`src/hdl/pmt_pkg.sv`:
```
package pmt_pkg;
   // Bus widths and burst length
   localparam int DW         = 32;
   localparam int BEW        = 4;
   localparam int LENW       = 5;
   localparam int FIFO_DEPTH = 16;
   // Memory window: upper address bits match the base, one bit splits it
   localparam int BAR_LSB    = 17;
   localparam int LB_SEL_BIT = 16;
   localparam int BASEW      = DW - BAR_LSB;
   localparam logic [DW-1:0]   ADDR_STEP = 32'h0000_0004;
   localparam logic [LENW-1:0] LEN_ONE   = 5'h01;
   localparam logic [LENW-1:0] LEN_TWO   = 5'h02;
   // Bus commands and byte enables (active low)
   localparam logic [BEW-1:0] CMD_MEMRD = 4'h6;
   localparam logic [BEW-1:0] CMD_MEMWR = 4'h7;
   localparam logic [BEW-1:0] CMD_CFGRD = 4'ha;
   localparam logic [BEW-1:0] CMD_CFGWR = 4'hb;
   localparam logic [BEW-1:0] BE_ALL    = 4'h0;
   localparam logic [BEW-1:0] BE_NONE   = 4'hf;
   // Target wait states
   localparam logic [1:0] WAIT_CFG_RD = 2'h2;
   localparam logic [1:0] WAIT_REG_RD = 2'h3;
   localparam logic [1:0] WAIT_WR     = 2'h0;
   localparam logic [1:0] WAIT_ONE    = 2'h1;

   typedef enum logic [2:0] {ST_IDLE, ST_MADDR, ST_MDATA, ST_TWAIT, ST_TDATA, ST_TEND} pmt_state_t;
   typedef enum logic [1:0] {TK_CFG, TK_REG, TK_LB} pmt_kind_t;

   typedef struct packed {
      pmt_state_t      st;
      logic            reqN;
      logic            frameN;
      logic            irdyN;
      logic            trdyN;
      logic            devselN;
      logic            mOeN;
      logic            tOeN;
      logic [DW-1:0]   ad;
      logic            adOeN;
      logic [BEW-1:0]  cbe;
      logic            cbeOeN;
      logic            par;
      logic            parOeN;
      logic [DW-1:0]   lAddr;
      logic            wr;
      logic            lOeN;
      logic            frPrevN;
      logic [DW-1:0]   addr;
      logic [LENW-1:0] len;
      logic            mWrite;
      logic            b2bOwn;
      logic            b2bWait;
      logic [1:0]      waitCnt;
      pmt_kind_t       kind;
      logic            tWrite;
      logic            busy;
      logic            done;
      logic            rdValid;
      logic [DW-1:0]   rdData;
      logic            tReq;
      logic [DW-1:0]   tAddr;
      logic [DW-1:0]   tWdata;
      logic [BEW-1:0]  tBe;
   } pmt_regs_t;

   localparam pmt_regs_t REGS_RST = '{st: ST_IDLE, kind: TK_CFG, reqN: 1'b1, frameN: 1'b1, irdyN: 1'b1,
                                      trdyN: 1'b1, devselN: 1'b1, mOeN: 1'b1, tOeN: 1'b1, adOeN: 1'b1,
                                      cbe: BE_NONE, cbeOeN: 1'b1, parOeN: 1'b1, lOeN: 1'b1, frPrevN: 1'b1,
                                      default: '0};
endpackage : pmt_pkg

```
`src/hdl/pmt_fifo_if.sv`:
```
`timescale 1ns/1ps
interface pmt_fifo_if;
   import pmt_pkg::*;
   logic            inValid;
   logic            inReady;
   logic [DW-1:0]   inData;
   logic            outValid;
   logic            outReady;
   logic [DW-1:0]   outData;
   logic [LENW-1:0] level;
   modport fill  (output inValid, inData, outReady, input inReady, outValid, outData, level);
   modport store (input inValid, inData, outReady, output inReady, outValid, outData, level);
endinterface : pmt_fifo_if

```
`src/hdl/pmt_port.sv`:
```
// What this block does
// RULE_01: Address phase is the first FRAME clock; address and command are driven then.
// RULE_02: Initiator marks active byte lanes on C/BE in every data phase.
// RULE_03: On reads, AD is released after the address clock for one turnaround.
// RULE_04: Target drives AD after turnaround with DEVSEL; TRDY never precedes DEVSEL.
// RULE_05: Target keeps its read AD drivers on until the transaction ends.
// RULE_06: A word moves only when IRDY and TRDY are both asserted.
// RULE_07: Last phase has IRDY asserted with FRAME released; ends when TRDY asserts.
// RULE_08: FRAME may be released only while IRDY is asserted.
// RULE_09: Writes go straight from address to data phase, no turnaround.
// RULE_10: Initiator wait during writes keeps data but withdraws byte enables.
// RULE_11: DMA bursts as initiator keep IRDY asserted, zero wait states.
// RULE_12: Fast back-to-back: later transactions wait once in their first data cycle.
// RULE_13: As target, wait cycles come from holding TRDY deasserted.
// RULE_14: Target waits: config read 2, register and local read 3, writes 0.
// RULE_15: Target serves configuration, register and local peripheral accesses.
// RULE_16: Initiator moves host memory data for the DMA engine in bursts.
// RULE_17: De-multiplexed mode drives parity constantly low.
// RULE_18: De-multiplexed mode drives separate address and direction on the clock edge.
// RULE_19: Initiator starts only when granted and the bus is idle.
`timescale 1ns/1ps
module pmt_port
   import pmt_pkg::*;
(
   input  logic             clk,
   input  logic             srst,
   input  logic             ce,
   input  logic             demuxPin,
   input  logic             idselIn,
   input  logic             gntInN,
   output logic             reqOutN,
   input  logic             frameInN,
   output logic             frameOutN,
   output logic             frameOeN,
   input  logic             irdyInN,
   output logic             irdyOutN,
   output logic             irdyOeN,
   input  logic             trdyInN,
   output logic             trdyOutN,
   output logic             trdyOeN,
   input  logic             devselInN,
   output logic             devselOutN,
   output logic             devselOeN,
   input  logic [DW-1:0]    adIn,
   output logic [DW-1:0]    adOut,
   output logic             adOeN,
   input  logic [BEW-1:0]   cbeInN,
   output logic [BEW-1:0]   cbeOutN,
   output logic             cbeOeN,
   output logic             parOut,
   output logic             parOeN,
   input  logic [DW-1:0]    lAddrIn,
   output logic [DW-1:0]    lAddrOut,
   input  logic             wrIn,
   output logic             wrOut,
   output logic             lAddrOeN,
   input  logic             dmaStart,
   input  logic             dmaWrite,
   input  logic             dmaB2b,
   input  logic [DW-1:0]    dmaAddr,
   input  logic [LENW-1:0]  dmaLen,
   output logic             dmaBusy,
   output logic             dmaDone,
   output logic             rdValid,
   output logic [DW-1:0]    rdData,
   input  logic             wrValid,
   input  logic [DW-1:0]    wrData,
   output logic             wrReady,
   input  logic [BASEW-1:0] tgtBase,
   input  logic [DW-1:0]    tgtRdata,
   output logic             tgtReq,
   output logic             tgtWrite,
   output logic [1:0]       tgtKind,
   output logic [DW-1:0]    tgtAddr,
   output logic [DW-1:0]    tgtWdata,
   output logic [BEW-1:0]   tgtBe
);
   localparam int SW = 2*DW + BEW + 8;

   pmt_regs_t      q_r, q_nxt;
   logic [SW-1:0]  s1_r, s2_r;
   logic           sDemux, sIdsel, sGntN, sFrameN, sIrdyN, sTrdyN, sDevselN, sWr;
   logic [DW-1:0]  sAd, sLAddr, aIn;
   logic [BEW-1:0] sCbeN;
   logic           xfer, cfgHit, memHit, startOk;
   logic [1:0]     rdWait;
   pmt_kind_t      hitKind;

   pmt_fifo_if fq ();

   pmt_fifo #(.W(DW), .DEPTH(FIFO_DEPTH)) u_fifo (
      .clk  (clk),
      .srst (srst),
      .ce   (ce),
      .f    (fq.store)
   );

   // Pins come from other devices, so every one passes two flops first
   always_ff @(posedge clk)
   begin
      if (srst)
      begin
         s1_r <= '1; // Idle level, so no false frame edge after reset
         s2_r <= '1;
      end
      else if (ce)
      begin
         s1_r <= {demuxPin, idselIn, gntInN, frameInN, irdyInN, trdyInN, devselInN, cbeInN, adIn, lAddrIn, wrIn};
         s2_r <= s1_r;
      end
   end
   assign {sDemux, sIdsel, sGntN, sFrameN, sIrdyN, sTrdyN, sDevselN, sCbeN, sAd, sLAddr, sWr} = s2_r;

   // Write data from the DMA side is buffered until a whole burst is ready
   assign fq.inValid = wrValid;
   assign fq.inData  = wrData;
   assign wrReady    = fq.inReady;

   // RULE_06 both ready
   assign xfer = !sIrdyN && !sTrdyN;

   // RULE_18 address source
   assign aIn    = sDemux ? sLAddr : sAd;
   // RULE_15 decode targets
   assign cfgHit = sIdsel && (sCbeN == CMD_CFGRD || sCbeN == CMD_CFGWR);
   assign memHit = (sCbeN == CMD_MEMRD || sCbeN == CMD_MEMWR) && (aIn[DW-1:BAR_LSB] == tgtBase);
   assign hitKind = cfgHit ? TK_CFG : (aIn[LB_SEL_BIT] ? TK_LB : TK_REG);
   // RULE_14 read wait states
   assign rdWait = (hitKind == TK_CFG) ? WAIT_CFG_RD : WAIT_REG_RD;
   // RULE_19 granted and idle
   assign startOk = q_r.busy && !sGntN && (q_r.b2bOwn || (sFrameN && sIrdyN))
                    && (!q_r.mWrite || fq.level >= q_r.len);

   // Bus engine: one state walk for both initiator and target roles
   always_comb
   begin
      q_nxt         = q_r;
      q_nxt.done    = 1'b0;
      q_nxt.rdValid = 1'b0;
      q_nxt.tReq    = 1'b0;
      q_nxt.frPrevN = sFrameN;
      fq.outReady   = 1'b0;
      // RULE_17 parity or low
      q_nxt.par     = sDemux ? 1'b0 : ^{q_r.ad, q_r.cbe};
      q_nxt.parOeN  = q_r.adOeN;
      case (q_r.st)
         ST_IDLE:
         begin
            if (dmaStart && !q_r.busy)
            begin
               q_nxt.busy   = 1'b1;
               q_nxt.reqN   = 1'b0;
               q_nxt.addr   = dmaAddr;
               q_nxt.len    = dmaLen;
               q_nxt.mWrite = dmaWrite;
            end
            if (startOk)
            begin
               // RULE_01 address and command
               q_nxt.st      = ST_MADDR;
               q_nxt.frameN  = 1'b0;
               q_nxt.irdyN   = 1'b1;
               q_nxt.mOeN    = 1'b0;
               q_nxt.ad      = q_r.addr;
               q_nxt.adOeN   = 1'b0;
               q_nxt.cbe     = q_r.mWrite ? CMD_MEMWR : CMD_MEMRD;
               q_nxt.cbeOeN  = 1'b0;
               // RULE_18 demux address out
               q_nxt.lAddr   = q_r.addr;
               q_nxt.wr      = q_r.mWrite;
               q_nxt.lOeN    = !sDemux;
               q_nxt.b2bWait = q_r.b2bOwn;
               q_nxt.b2bOwn  = 1'b0;
            end
            else if (!sFrameN && q_r.frPrevN && (cfgHit || memHit))
            begin
               // RULE_04 devsel first
               q_nxt.st      = ST_TWAIT;
               q_nxt.devselN = 1'b0;
               q_nxt.trdyN   = 1'b1;
               q_nxt.tOeN    = 1'b0;
               q_nxt.kind    = hitKind;
               q_nxt.tWrite  = sCbeN[0];
               q_nxt.tAddr   = aIn;
               q_nxt.waitCnt = sCbeN[0] ? WAIT_WR : rdWait;
               q_nxt.tReq    = !sCbeN[0];
            end
         end
         ST_MADDR:
         begin
            // RULE_03 read turnaround
            // RULE_09 write goes on
            q_nxt.st     = ST_MDATA;
            q_nxt.adOeN  = !q_r.mWrite;
            q_nxt.ad     = fq.outData;
            q_nxt.lOeN   = 1'b1;
            // RULE_12 one b2b wait
            q_nxt.irdyN  = q_r.b2bWait;
            // RULE_02 byte lanes marked
            q_nxt.cbe    = q_r.b2bWait ? BE_NONE : BE_ALL;
            // RULE_08 release with irdy
            q_nxt.frameN = (q_r.len == LEN_ONE) && !q_r.b2bWait;
         end
         ST_MDATA:
         begin
            if (q_r.mWrite)
               q_nxt.ad = fq.outData;
            if (q_r.b2bWait)
            begin
               q_nxt.b2bWait = 1'b0;
               q_nxt.irdyN   = 1'b0;
               q_nxt.cbe     = BE_ALL;
               q_nxt.frameN  = (q_r.len == LEN_ONE);
            end
            // RULE_16 burst data move
            else if (xfer)
            begin
               fq.outReady   = q_r.mWrite;
               q_nxt.rdValid = !q_r.mWrite;
               q_nxt.rdData  = sAd;
               q_nxt.len     = q_r.len - 1'b1;
               q_nxt.addr    = q_r.addr + ADDR_STEP;
               // RULE_07 last phase done
               if (q_r.frameN)
               begin
                  q_nxt.st     = ST_TEND;
                  q_nxt.irdyN  = 1'b1;
                  q_nxt.busy   = 1'b0;
                  q_nxt.done   = 1'b1;
                  q_nxt.reqN   = 1'b1;
                  q_nxt.b2bOwn = dmaB2b;
               end
               else
                  q_nxt.frameN = (q_r.len == LEN_TWO);
            end
         end
         ST_TWAIT:
         begin
            // RULE_05 drivers stay on
            q_nxt.adOeN = q_r.tWrite;
            q_nxt.ad    = tgtRdata;
            // RULE_13 hold trdy off
            if (q_r.waitCnt == WAIT_WR)
            begin
               q_nxt.st    = ST_TDATA;
               q_nxt.trdyN = 1'b0;
            end
            else
               q_nxt.waitCnt = q_r.waitCnt - WAIT_ONE;
         end
         ST_TDATA:
         begin
            if (xfer)
            begin
               q_nxt.tReq   = q_r.tWrite;
               q_nxt.tWdata = sAd;
               q_nxt.tBe    = sCbeN;
               q_nxt.trdyN  = 1'b1;
               if (sFrameN)
               begin
                  q_nxt.st      = ST_TEND;
                  q_nxt.devselN = 1'b1;
               end
               else
               begin
                  q_nxt.st      = ST_TWAIT;
                  q_nxt.tAddr   = q_r.tAddr + ADDR_STEP;
                  q_nxt.waitCnt = q_r.tWrite ? WAIT_WR : (q_r.kind == TK_CFG ? WAIT_CFG_RD : WAIT_REG_RD);
                  q_nxt.tReq    = !q_r.tWrite;
               end
            end
         end
         ST_TEND:
         begin
            // Driven FRAME, IRDY, TRDY and DEVSEL idle high one clock before they float
            q_nxt.st     = ST_IDLE;
            q_nxt.mOeN   = 1'b1;
            q_nxt.tOeN   = 1'b1;
            q_nxt.adOeN  = 1'b1;
            q_nxt.cbeOeN = 1'b1;
            q_nxt.frameN = 1'b1;
         end
         default:
            q_nxt = REGS_RST;
      endcase
   end

   always_ff @(posedge clk)
   begin
      if (srst)
         q_r <= REGS_RST;
      else if (ce)
         q_r <= q_nxt;
   end

   // Every output except wrReady is a field of the state register
   assign reqOutN    = q_r.reqN;
   assign frameOutN  = q_r.frameN;
   assign irdyOutN   = q_r.irdyN;
   assign frameOeN   = q_r.mOeN;
   assign irdyOeN    = q_r.mOeN;
   assign trdyOutN   = q_r.trdyN;
   assign devselOutN = q_r.devselN;
   assign trdyOeN    = q_r.tOeN;
   assign devselOeN  = q_r.tOeN;
   assign adOut      = q_r.ad;
   assign adOeN      = q_r.adOeN;
   assign cbeOutN    = q_r.cbe;
   assign cbeOeN     = q_r.cbeOeN;
   assign parOut     = q_r.par;
   assign parOeN     = q_r.parOeN;
   assign lAddrOut   = q_r.lAddr;
   assign wrOut      = q_r.wr;
   assign lAddrOeN   = q_r.lOeN;
   assign dmaBusy    = q_r.busy;
   assign dmaDone    = q_r.done;
   assign rdValid    = q_r.rdValid;
   assign rdData     = q_r.rdData;
   assign tgtReq     = q_r.tReq;
   assign tgtWrite   = q_r.tWrite;
   assign tgtKind    = q_r.kind;
   assign tgtAddr    = q_r.tAddr;
   assign tgtWdata   = q_r.tWdata;
   assign tgtBe      = q_r.tBe;
endmodule : pmt_port

```
`src/hdl/pmt_fifo.sv`:
```
`timescale 1ns/1ps
module pmt_fifo
   import pmt_pkg::*;
#(
   parameter int W     = DW,
   parameter int DEPTH = FIFO_DEPTH
)
(
   input  logic       clk,
   input  logic       srst,
   input  logic       ce,
   pmt_fifo_if.store  f
);
   localparam int AW = $clog2(DEPTH);

   logic [W-1:0]  mem_r [DEPTH];
   logic [W-1:0]  mem_nxt [DEPTH];
   logic [AW-1:0] wp_r, wp_nxt, rp_r, rp_nxt;
   logic [AW:0]   cnt_r, cnt_nxt;
   logic          rdy_r, rdy_nxt;
   logic          push, pop;

   // Ready is registered so the filling side never sees a combinational path
   assign push       = f.inValid && rdy_r;
   assign pop        = f.outValid && f.outReady;
   assign f.inReady  = rdy_r;
   assign f.outValid = (cnt_r != '0);
   assign f.outData  = mem_r[rp_r];
   assign f.level    = LENW'(cnt_r);

   // Pointer, count and storage update
   always_comb
   begin
      mem_nxt = mem_r;
      wp_nxt  = wp_r;
      rp_nxt  = rp_r;
      cnt_nxt = cnt_r;
      if (push)
      begin
         mem_nxt[wp_r] = f.inData;
         wp_nxt        = wp_r + 1'b1;
      end
      if (pop)
         rp_nxt = rp_r + 1'b1;
      if (push && !pop)
         cnt_nxt = cnt_r + 1'b1;
      else if (pop && !push)
         cnt_nxt = cnt_r - 1'b1;
      rdy_nxt = (cnt_nxt < (AW+1)'(DEPTH));
   end

   always_ff @(posedge clk)
   begin
      if (srst)
      begin
         wp_r  <= '0;
         rp_r  <= '0;
         cnt_r <= '0;
         rdy_r <= 1'b0;
      end
      else if (ce)
      begin
         mem_r <= mem_nxt;
         wp_r  <= wp_nxt;
         rp_r  <= rp_nxt;
         cnt_r <= cnt_nxt;
         rdy_r <= rdy_nxt;
      end
   end
endmodule : pmt_fifo

```
`config.mk`:
```
export PLATFORM = sky130hd
export DESIGN_NAME = pmt_port
export DESIGN_NICKNAME = d
export VERILOG_FILES = /design/src/hdl/pmt_pkg.sv /design/src/hdl/pmt_fifo_if.sv /design/src/hdl/pmt_port.sv /design/src/hdl/pmt_fifo.sv
export SDC_FILE = /design/constraint.sdc
export NUM_CORES = 1
export LEC_CHECK = 0
export BUFFER_PORTS_ARGS = -buffer_cell sky130_fd_sc_hd__clkbuf_2
export CORE_MARGIN = 4
export CORE_UTILIZATION = 45
export DETAILED_ROUTE_END_ITERATION = 8
export SLEW_MARGIN = 30
export SYNTH_ARGS = -nofsm -noshare
export SYNTH_HDL_FRONTEND = slang
export SYNTH_SLANG_ARGS = --single-unit
export TNS_END_PERCENT = 5
```
`constraint.sdc`:
```
create_clock -name clk -period 12.6 [get_ports clk]
set_clock_uncertainty 0.2 [all_clocks]
set_input_delay 3.78 -clock clk [delete_from_list [all_inputs] [get_ports clk]]
set_output_delay 3.78 -clock clk [all_outputs]
set_load 0.01 [all_outputs]
```
==> summary.md <==
| Metric | Value |
|---|---|
| Commonest non-fill, non-tap cell in the layout | edfxtp_1 |
| Worst-margin pin slew | 0.979 ns |
| Sequential share of the synthesized area | 60.0% |
| Largest net degree at the start of global routing | 104 |
| Final wirelength | 106,000 µm |
| Delay-heaviest family, CP | simple AND/OR/NAND/NOR gates |
| Net Count, Synth | 3,312 |
| Syn Inst Count | 3,093 |
| Final Cycle Share | 53.5% |
| Worst hold path type | reg2reg |
| Placed cell count | 4,300 |
| Die width | 301 µm |
| Pins Over Slew Limit | 0 |
| Number of global-route vias before repair | 25,400 |
| Clock power frac | 42.0% |
| Setup Viol. Count Final | 0 |
| Area of the core | 85,300 µm² |
| H-tree depth | 3 |
| First DRT Iteration DRCs | 2,175 |
| Die height | 301 µm |
| Starting Density | 45.4% |
| Final Hold Fails | 0 |
| DR vias/cell | 5.74 |
| Global-route wire length before repair | 159,000 µm |
| Seq cells post-synth | 906 |
| Critical path fanouts, max | 54 |
| CTS Sinks | 906 |
| PortBufs | 387 |
| Clock latency on the worst-skew pair | 0.66 ns |
| Total CTS buffers | 96 |
| Root cell of the clock tree | clkbuf_16 |
| Slowest cell on crit path | nor2_2 |
| Maxcap violations | 0 |
| Yosys warnings | 0 |
| Synth unique cells | 70 |
| Fmax | 148 MHz |
| Avg Inst Size Synth | 12.5 µm² |
| Bufs on Longest Clock Path | 3 |
| Combinational share of power | 9.8% |
| VDD IR-drop max | 0.110 mV |
| Antenna violations before repair | 9 |
| Power, Total | 6780 µW |
| Die Area | 90,900 µm² |
| P_sw | 1710 µW |
| Number of enable flip-flop cells after synthesis | 512 |
| Residual DRC | 0 |
| Post-layout util | 51.4% |
| Final #Nets | 3,474 |
| Area Growth Syn to Fin | 13.0% |
| Crit path largest cell delay | 0.78 ns |
| Worst slew margin | 34.7% |
| Worst Setup End Kind | register |
| Placer congestion estimate | 0.877 |
| GRT overflow | 0 |
| CP bufs+invs | 3 |
| Crit-path cells | buf_8 -> inv_1 -> nor2_1 -> nand2_1 -> nor2_2 -> buf_4 |
| Total vias in the final route | 25,700 |
| Final ANT Viol Nets | 0 |
| Cell Pwr Density | 155 nW/µm² |
| FP Rows | 107 |
| Leakage | 0.0158 µW |
| Finished Layout Cells | 4,483 |
| Total global-route track usage | 23.0% |
| Share of cells above drive strength 1 | 23.5% |
| Main synth FF type | edfxtp_1 |
| Tmin final | 6.75 ns |
| Most frequent cells in the layout | edfxtp_1 (512), nand2_1 (434), dfxtp_1 (388) |
| Crit start category | primary input |
| Worst-path clk slew | 0.06 ns |
| Setup Fix Bufs, Post-CTS | 0 |
| WL/cell | 23.7 µm |
| I/O pin total | 390 |
| Post-DP HPWL | 68,300 µm |
| Status | completed |
| Cts repair resizes | 0 |
| Reg power frac | 48.2% |
| Setup CP Type | in2reg |
| FFs w/ async S/R, synth | 0% |
| Switching Share | 25.1% |
| RSZ-0062 raised after global routing | false |
| P_int | 5080 µW |
| Worst endpoint required time | 12.69 ns |
| Final TNS setup | 0 ns |
| Worst hold slack | 0.250 ns |
| Netlist Area Pre-Place | 38,800 µm² |
| TritonRoute pass-1 iters | 7 |
| CP Data Arrival Time | 6.84 ns |
| CTS tree | done |
| Hold-fix buffer count after cts | 0 |
per-layer routing:
layer	vias to the layer above	track usage [%]	routed length, µm
met2	1023	36.9	50000
met5	-	0	42
met3	160	4.43	8090
met4	6	6.35	2480
li1	11600	-	-
met1	12900	32.1	45500
metrics by stage:
stage / setup WS, ns / cell area [µm²]
after detailed placement: 5.21 / 40500
after global placement: 5.36 / 40500
after CTS: 5.91 / 43700
after floorplan: 5.71 / 38800
after global routing: 5.68 / 43800
final: 5.85 / 43800
flip-flops by register name, indices dropped and copies added (netlist names), 2 cells and up:
signal / cells
u_fifo.mem_r: 512
cbeOutN: 3
tgtWdata: 32
u_fifo.rp_r: 4
tgtAddr: 32
u_fifo.wp_r: 4
s2_r: 74
q_r: 46
tgtBe: 4
adOut: 32
lAddrOut: 32
rdData: 32
s1_r: 74
u_fifo.f.level: 5
tgtKind: 2
synthesized netlist by cell type, drive strengths merged, types with 4 or more instances:
| master | count | area (µm²) |
|---|---|---|
| and4 | 4 | 35.0 |
| inv | 31 | 116 |
| mux4 | 160 | 3600 |
| a21o | 7 | 52.6 |
| nor2 | 119 | 449 |
| a31oi | 45 | 288 |
| or2 | 5 | 31.3 |
| nor2b | 42 | 263 |
| a21oi | 176 | 881 |
| o2bb2ai | 5 | 43.8 |
| a22o | 41 | 359 |
| nor3 | 29 | 145 |
| and2 | 14 | 87.6 |
| and3 | 18 | 113 |
| o211ai | 8 | 60.1 |
| o31ai | 4 | 30.0 |
| nand2 | 434 | 1630 |
| o32a | 5 | 50.1 |
| xnor2 | 38 | 333 |
| mux2i | 185 | 1850 |
| o21ai | 71 | 355 |
| nand3b | 12 | 90.1 |
| a32o | 7 | 70.1 |
| clkbuf | 148 | 557 |
| nor4 | 9 | 71.3 |
| o22ai | 19 | 119 |
| a211oi | 39 | 298 |
| buf | 225 | 1550 |
| nand4 | 16 | 100 |
| xor2 | 27 | 236 |
| a22oi | 8 | 60.1 |
| o32ai | 13 | 114 |
| edfxtp | 512 | 15400 |
| nand2b | 9 | 56.3 |
| nand3 | 141 | 706 |
| or3 | 10 | 62.6 |
| dfxtp | 394 | 7890 |
| ha | 20 | 250 |
layout make-up:
class / count / area (µm²)
Antenna cell: 5 / 12.5
Tap cell: 1144 / 1430
Inverter: 32 / 125
Multi-Input combinational cell: 1782 / 13400
Fill cell: 7261 / 41500
Clock buffer: 120 / 2610
Timing Repair Buffer: 437 / 2390
Clock inverter: 57 / 584
Sequential cell: 906 / 23300
cells by family after synthesis:
group           synth area share, %
buf+inv                        5.74
compound gates                 7.88
fa+ha+maj                     0.646
simple gates                   10.1
xor+xnor                       1.47
mux                            14.1
flops                          60.0
final timing paths:
check / start / end / slack (ns) / cells past startpoint
worst max register to register: q_r[231] / lAddrOut[1] / 8.15 / 11
worst min-delay path: lAddrOut[21] / lAddrOut[21] / 0.25 / 2
worst max-delay path: ce / u_fifo.mem_r[265] / 5.85 / 6
worst min register to register: lAddrOut[21] / lAddrOut[21] / 0.25 / 2
power by group through the flow:
stage / sequential (µW) / clock, µW / combinational, µW
after floorplan: 3290 / 0 / 455
after global placement: 3330 / 0 / 638
after detailed placement: 3330 / 0 / 659
after CTS: 3270 / 2900 / 661
after global routing: 3280 / 3020 / 730
final: 3270 / 2850 / 667
tightest hold or removal path, delay by kind of cell (launching register included):
family,cells,cell delay [ns]
simple gates,1,0.05
flops,1,0.31
compound gates,1,0.05
Note: power is estimated with default switching activity, not from simulation.
